`src/asr_pkg.sv`:
```
package asr_pkg;

  localparam int unsigned ASR_ADDR_W = 19;
  localparam int unsigned ASR_DATA_W = 8;
  localparam int unsigned ASR_CLK_PERIOD_NS = 10;

  // Least times round up to whole cycles
  localparam int unsigned ASR_CYCLE_TIME_NS              = 70;
  localparam int unsigned ASR_SELECT_TO_WRITE_END_NS     = 60;
  localparam int unsigned ASR_ADDRESS_TO_WRITE_END_NS    = 60;
  localparam int unsigned ASR_ADDRESS_TO_WRITE_START_NS  = 0;
  localparam int unsigned ASR_WRITE_PULSE_WIDTH_NS       = 50;
  localparam int unsigned ASR_DATA_SETUP_WRITE_NS        = 30;
  localparam int unsigned ASR_DATA_HOLD_WRITE_NS         = 0;
  localparam int unsigned ASR_WRITE_TO_OUTPUT_OFF_NS     = 25;
  localparam int unsigned ASR_ADDRESS_ACCESS_TIME_NS     = 70;
  localparam int unsigned ASR_SELECT_ACCESS_TIME_NS      = 70;
  localparam int unsigned ASR_GATE_ACCESS_TIME_NS        = 35;
  localparam int unsigned ASR_OUTPUT_OFF_NS              = 25;

  function automatic int unsigned asr_cycles(input int unsigned ns);
    int unsigned c;
    c = (ns + ASR_CLK_PERIOD_NS - 1) / ASR_CLK_PERIOD_NS;
    return (c < 1) ? 1 : c;
  endfunction

  localparam int unsigned ASR_CNT_W = 4;

  // Low phase of the write strobe: covers pulse width, select and address to write end
  localparam logic [ASR_CNT_W-1:0] ASR_WR_LOW_CYC = ASR_CNT_W'(asr_cycles(ASR_SELECT_TO_WRITE_END_NS));
  // Read waits for the slowest of address, select and gate access
  localparam logic [ASR_CNT_W-1:0] ASR_RD_CYC     = ASR_CNT_W'(asr_cycles(ASR_SELECT_ACCESS_TIME_NS));
  // Bus turnaround after a read before the controller may drive data
  localparam logic [ASR_CNT_W-1:0] ASR_TURN_CYC   = ASR_CNT_W'(asr_cycles(ASR_OUTPUT_OFF_NS));
  // Recovery so that consecutive cycles are at least one cycle time apart
  localparam logic [ASR_CNT_W-1:0] ASR_GAP_CYC    =
    ASR_CNT_W'(asr_cycles(ASR_CYCLE_TIME_NS - ASR_SELECT_TO_WRITE_END_NS));
  localparam logic [ASR_CNT_W-1:0] ASR_CNT_ONE    = 4'h1;
  localparam logic [ASR_CNT_W-1:0] ASR_CNT_ZERO   = 4'h0;

  typedef enum logic [2:0] {
    ASR_IDLE  = 3'b000,
    ASR_WSET  = 3'b001,
    ASR_WLOW  = 3'b010,
    ASR_READ  = 3'b011,
    ASR_TURN  = 3'b100,
    ASR_GAP   = 3'b101
  } asr_state_t;

  typedef struct packed {
    logic                  write;
    logic [ASR_ADDR_W-1:0] addr;
    logic [ASR_DATA_W-1:0] wdata;
  } asr_req_t;

  typedef struct packed {
    logic                  select_n;
    logic                  write_n;
    logic                  gate_n;
    logic [ASR_ADDR_W-1:0] addr;
    logic [ASR_DATA_W-1:0] dq_out;
    logic                  dq_oe;
  } asr_pins_t;

endpackage

```
`src/asr_timer.sv`:
```
`timescale 1ns/1ps
`default_nettype none
module asr_timer
  import asr_pkg::*;
(
  input  wire logic                 clk_i,
  input  wire logic                 rst_n_i,
  input  wire logic                 load_i,
  input  wire logic [ASR_CNT_W-1:0] value_i,
  output logic                      done_o
);

  typedef struct packed {
    logic [ASR_CNT_W-1:0] cnt;
  } asr_tmr_state_t;

  asr_tmr_state_t st;
  asr_tmr_state_t next_st;

  always_comb begin
    next_st = st;
    if (load_i) begin
      next_st.cnt = value_i;
    end else if (st.cnt != ASR_CNT_ZERO) begin
      next_st.cnt = st.cnt - ASR_CNT_ONE;
    end
  end

  always_ff @(posedge clk_i or negedge rst_n_i) begin
    if (!rst_n_i) begin
      st <= '0;
    end else begin
      st <= next_st;
    end
  end

  // Done in the cycle whose edge completes the count. It must not look at load_i:
  // the owner reloads inside the branch that done_o selects, which would close a loop
  assign done_o = (st.cnt == ASR_CNT_ONE);

endmodule
`default_nettype wire

```
`src/asr_host.sv`:
```
`timescale 1ns/1ps
`default_nettype none
module asr_host
  import asr_pkg::*;
(
  input  wire logic                  clk_i,
  input  wire logic                  rst_n_i,
  input  wire logic                  req_valid_i,
  output logic                       req_ready_o,
  input  wire asr_req_t              req_i,
  output logic                       rsp_valid_o,
  output logic [ASR_DATA_W-1:0]      rsp_data_o,
  output logic                       busy_o,
  output logic                       mem_select_n_o,
  output logic                       mem_write_n_o,
  output logic                       mem_gate_n_o,
  output logic [ASR_ADDR_W-1:0]      mem_addr_o,
  output logic [ASR_DATA_W-1:0]      mem_dq_o,
  output logic                       mem_dq_oe_o,
  input  wire logic [ASR_DATA_W-1:0] mem_dq_i
);

  typedef struct packed {
    asr_state_t            fsm;
    asr_pins_t             pins;
    logic                  rsp_valid;
    logic [ASR_DATA_W-1:0] rsp_data;
  } asr_host_state_t;

  asr_host_state_t st;
  asr_host_state_t next_st;

  logic                 tmr_load;
  logic [ASR_CNT_W-1:0] tmr_value;
  logic                 tmr_done;

  asr_timer u_timer (
    .clk_i   (clk_i),
    .rst_n_i (rst_n_i),
    .load_i  (tmr_load),
    .value_i (tmr_value),
    .done_o  (tmr_done)
  );

  localparam asr_pins_t ASR_PINS_IDLE = '{
    select_n: 1'b1, write_n: 1'b1, gate_n: 1'b1,
    addr: '0, dq_out: '0, dq_oe: 1'b0
  };

  assign req_ready_o = (st.fsm == ASR_IDLE);

  always_comb begin
    next_st           = st;
    next_st.rsp_valid = 1'b0;
    tmr_load          = 1'b0;
    tmr_value         = ASR_CNT_ZERO;
    case (st.fsm)
      ASR_IDLE: begin
        if (req_valid_i) begin
          // Address and select together: zero lead to write start, valid at select fall
          next_st.pins.addr     = req_i.addr;
          next_st.pins.select_n = 1'b0;
          tmr_load              = 1'b1;
          if (req_i.write) begin
            // Gate stays high so no output turn-off time stretches the cycle
            next_st.pins.gate_n  = 1'b1;
            next_st.pins.write_n = 1'b0;
            next_st.pins.dq_out  = req_i.wdata;
            next_st.pins.dq_oe   = 1'b1;
            tmr_value            = ASR_WR_LOW_CYC;
            next_st.fsm          = ASR_WLOW;
          end else begin
            next_st.pins.write_n = 1'b1;
            next_st.pins.gate_n  = 1'b0;
            next_st.pins.dq_oe   = 1'b0;
            tmr_value            = ASR_RD_CYC;
            next_st.fsm          = ASR_READ;
          end
        end
      end
      ASR_WLOW: begin
        if (tmr_done) begin
          // Strobe rises alone, ending the write while select still low
          next_st.pins.write_n = 1'b1;
          next_st.fsm          = ASR_WSET;
        end
      end
      ASR_WSET: begin
        // Zero hold: data and select released one edge after the strobe; address held until the next request
        next_st.pins.select_n = 1'b1;
        next_st.pins.dq_oe    = 1'b0;
        tmr_load              = 1'b1;
        tmr_value             = ASR_GAP_CYC;
        next_st.fsm           = ASR_GAP;
      end
      ASR_READ: begin
        if (tmr_done) begin
          next_st.rsp_valid     = 1'b1;
          next_st.rsp_data      = mem_dq_i;
          next_st.pins.gate_n   = 1'b1;
          next_st.pins.select_n = 1'b1;
          tmr_load              = 1'b1;
          tmr_value             = ASR_TURN_CYC;
          next_st.fsm           = ASR_TURN;
        end
      end
      ASR_TURN: begin
        // Bus stays undriven until the memory's outputs are off
        if (tmr_done) begin
          next_st.fsm = ASR_IDLE;
        end
      end
      ASR_GAP: begin
        if (tmr_done) begin
          next_st.fsm = ASR_IDLE;
        end
      end
      default: begin
        next_st.fsm  = ASR_IDLE;
        next_st.pins = ASR_PINS_IDLE;
      end
    endcase
  end

  always_ff @(posedge clk_i or negedge rst_n_i) begin
    if (!rst_n_i) begin
      st.fsm       <= ASR_IDLE;
      st.pins      <= ASR_PINS_IDLE;
      st.rsp_valid <= 1'b0;
      st.rsp_data  <= '0;
    end else begin
      st <= next_st;
    end
  end

  assign rsp_valid_o    = st.rsp_valid;
  assign rsp_data_o     = st.rsp_data;
  assign busy_o         = (st.fsm != ASR_IDLE);
  assign mem_select_n_o = st.pins.select_n;
  assign mem_write_n_o  = st.pins.write_n;
  assign mem_gate_n_o   = st.pins.gate_n;
  assign mem_addr_o     = st.pins.addr;
  assign mem_dq_o       = st.pins.dq_out;
  assign mem_dq_oe_o    = st.pins.dq_oe;

endmodule
`default_nettype wire

```
`config.mk`:
```
export PLATFORM = sky130hd
export DESIGN_NAME = asr_host
export DESIGN_NICKNAME = d
export VERILOG_FILES = /design/src/asr_pkg.sv /design/src/asr_timer.sv /design/src/asr_host.sv
export SDC_FILE = /design/constraint.sdc
export NUM_CORES = 1
export LEC_CHECK = 0
export ABC_AREA = 1
export BUFFER_PORTS_ARGS = -buffer_cell sky130_fd_sc_hd__buf_2
export CORE_MARGIN = 2
export CORE_UTILIZATION = 30
export DETAILED_ROUTE_END_ITERATION = 8
export HOLD_SLACK_MARGIN = 0.03
export PLACE_DENSITY = 0.52
export SYNTH_ARGS = -nofsm -noshare
export SYNTH_HDL_FRONTEND = slang
export SYNTH_HIERARCHICAL = 1
export SYNTH_SLANG_ARGS = --single-unit
```
`constraint.sdc`:
```
create_clock -name clk_i -period 2.8 [get_ports clk_i]
set_clock_uncertainty 0.1 [all_clocks]
set_input_delay 0.28 -clock clk_i [delete_from_list [all_inputs] [get_ports clk_i]]
set_output_delay 0.28 -clock clk_i [all_outputs]
set_load 0.01 [all_outputs]
```
==> reports/summary.txt <==
Largest net degree at the start of global routing - 26
Adder-cell share of the synthesized area - 0.0201
Relative slew slack - 0.601
Clk pwr share - 0.161
Crit Path Class - register to primary output
Htree depth - 2
Mapped Area - 2480 sq um
Worst Setup End Kind - primary output
Total die area - 9030 sq um
Final Hold Viols - 0
DR pass1 iterations - 4
HP Start - mem_dq_i[0]
Maximum VDD drop - 378 uV
Avg Inst Size Synth - 8.54 sq um
# DRC - 0
Max-cap violations - 0
Area grow syn2layout - 14.4%
Syn Inst Count - 291
Kind of start point of the critical path - register
Met2 routed WL - 2310 um
Initial antenna violation count - 0
Num CTS Buffers - 5
# setup viols final - 0
Die X - 95.0 um
Worst-path clk slew - 100 ps
Leak pwr - 1.59 nW
Critical-path cell list - nor2_4 -> nand2_1 -> inv_1 -> buf_2
Clock Tree Root - clkbuf_8
Comb pwr share - 0.484
Port Buf Inserts - 80
Hold depth - 3
Clock buffer depth - 2
Total wire length - 5180 um
R2R depth - 6
GRT overflow - 0
Crit path largest cell delay - 460 ps
Synth Area in Simple Gates - 0.308
Initial Utilization - 0.305
Setup_tns - 0 ps
Syn Nets - 334
Post-synthesis compound-gate area fraction - 0.0363
Critical Path AT - 1790 ps
Pre-CTS WS - 898 ps
Hold_ws - 70.0 ps
Pint - 1.77 mW
#FFs+latches synth - 47
First-pass GRT wire length - 8370 um
DR vias - 1881
Ant. Diodes - 0
TritonCTS clock tree - done
Critical path required time - 2420 ps
Library cells used by synthesis - 27
Slew Viols, Final - 0
Via density - 4.21
Core Footprint - 8130 sq um
Routed WL per cell - 11.6 um
Post-synthesis sequential area ratio - 0.475
DRT iter0 DRCs - 68
Total GRT Usage - 0.116
Top Layer Used - met4
Highest-count cells in the layout ignoring fill and taps - nand2_1, buf_2, dfrtp_1, nand3_1, inv_1
Minimum clock period - 2170 ps
Reg power frac - 0.355
Ports - 81
Commonest non-fill, non-tap cell in the layout - nand2_1
Run status - complete, no violations
Sw Pwr - 1.38 mW
Post-synthesis mux area share - 0
Worst-Skew Late Latency - 300 ps
Final HPWL DP - 3870 um
Worst path slowest cell - dfrtp_1
Largest family of logic cells by synthesized area - simple AND/OR/NAND/NOR gates
ANT nets after route - 0
Vias in the first global route - 1754
Achievable clock frequency - 460 MHz
Die H - 95.0 um
Worst-margin pin slew - 599 ps
Post-route worst setup slack - 626 ps
Hold Path Class - input port to register
Detailed-routed wire length on met3 - 403 um
Routability Congestion - 0.790
Cell Rows - 33
Wl on met1 - 2460 um
Reg2reg start - st[42]
Clock sink count - 47
Synth Area in XOR/XNOR - 0
Post_cts resized - 0
Final period utilization - 0.777
CP startpoint - st[42]
Yosys warning count - 6
Nets - 384
RSZ-0062 raised after global routing - no
Switch share - 0.438
Ratio of cells with drive above 1 in the final layout - 0.357
Pwr dens - 1110 nW/um^2
Crit-path max FO - 11
==> worst max-delay path: cells and delay by family (launching register included) <==
kind                   cells  cell delay [ps]
buffers and inverters      2              690
flip-flops                 1              460
AND/OR/NAND/NOR            2              350
==> kinds of logic (layout without fill, tap and decap cells) <==
family                   after synthesis  count (layout)
flip-flops                            47              47
AND/OR/NAND/NOR                      163             163
AO/OA/AOI/OAI                         16              16
buffers and inverters                 60             111
other                                  1               1
adder cells (fa/ha/maj)                4               4
==> repair_timing <==
item | in CTS | in global routing
hold endpoints to repair | 22 | 0
setup buffers | 0 | 0
hold buffers | 1 | 0
==> Yosys cell counts, drive strengths merged <==
master | instances | share of area
ha | 4 | 0.020
dfrtp | 44 | 0.44
conb | 1 | 0.0015
nand4 | 2 | 0.0050
or2 | 1 | 0.0025
buf | 41 | 0.13
clkinv | 1 | 0.0015
nor2 | 13 | 0.032
inv | 18 | 0.028
nand2 | 111 | 0.17
a21oi | 3 | 0.0060
a21boi | 1 | 0.0045
o21ai | 12 | 0.026
dfstp | 3 | 0.032
nand3 | 36 | 0.098
==> registers in the layout, summed over array words and instances, names as in the netlist, 3 cells and up <==
signal	flops
mem_addr_o	19
u_timer/st	4
rsp_data_o	8
mem_dq_o	8
st	3
==> power by group through the flow <==
stage	Sequential (mW)	Clock (mW)	Combinational, mW
6_report	1.12	0.508	1.52
4_1_cts	1.12	0.535	1.55
5_1_grt	1.15	0.556	1.76
3_3_place_gp	1.13	0	1.54
2_1_floorplan	1.11	0	1.38
3_5_place_dp	1.13	0	1.55
==> final cells by class <==
| cell class | instances | area [sq um] |
|---|---|---|
| fill | 877 | 5290 |
| sequential | 47 | 1180 |
| multi-input combinational | 184 | 908 |
| timing repair buffer | 84 | 433 |
| tap | 105 | 131 |
| inverter | 19 | 73.8 |
| clock buffer | 5 | 68.8 |
| clock inverter | 3 | 46.3 |
==> final timing paths <==
| kind | endpoint | slack (ps) |
|---|---|---|
| max reg2reg | mem_addr_o[13] | 910 |
| max in group asynchronous | mem_select_n_o | 1390 |
| min in group asynchronous | mem_dq_o[3] | 410 |
| min | rsp_data_o[0] | 70 |
| min reg2reg | mem_gate_n_o | 370 |
| max | req_ready_o | 630 |
==> through the flow <==
stage / instance area, sq um / cells / util / power (mW)
finish: 2840 / 447 / 0.349 / 3.15
global route: 2840 / 447 / 0.349 / 3.46
global placement: 2720 / 438 / 0.334 / 2.67
CTS: 2840 / 447 / 0.349 / 3.21
detailed placement: 2720 / 438 / 0.334 / 2.68
floorplan: 2480 / 291 / - / 2.49
==> per-layer routing <==
metal | global-route usage | up-vias
li1 | - | 976
met1 | 0.160 | 830
met2 | 0.186 | 73
met3 | 0.0292 | 2
met4 | 0.0217 | 0
met5 | 0 | -
(Power assumes the default switching activity.)
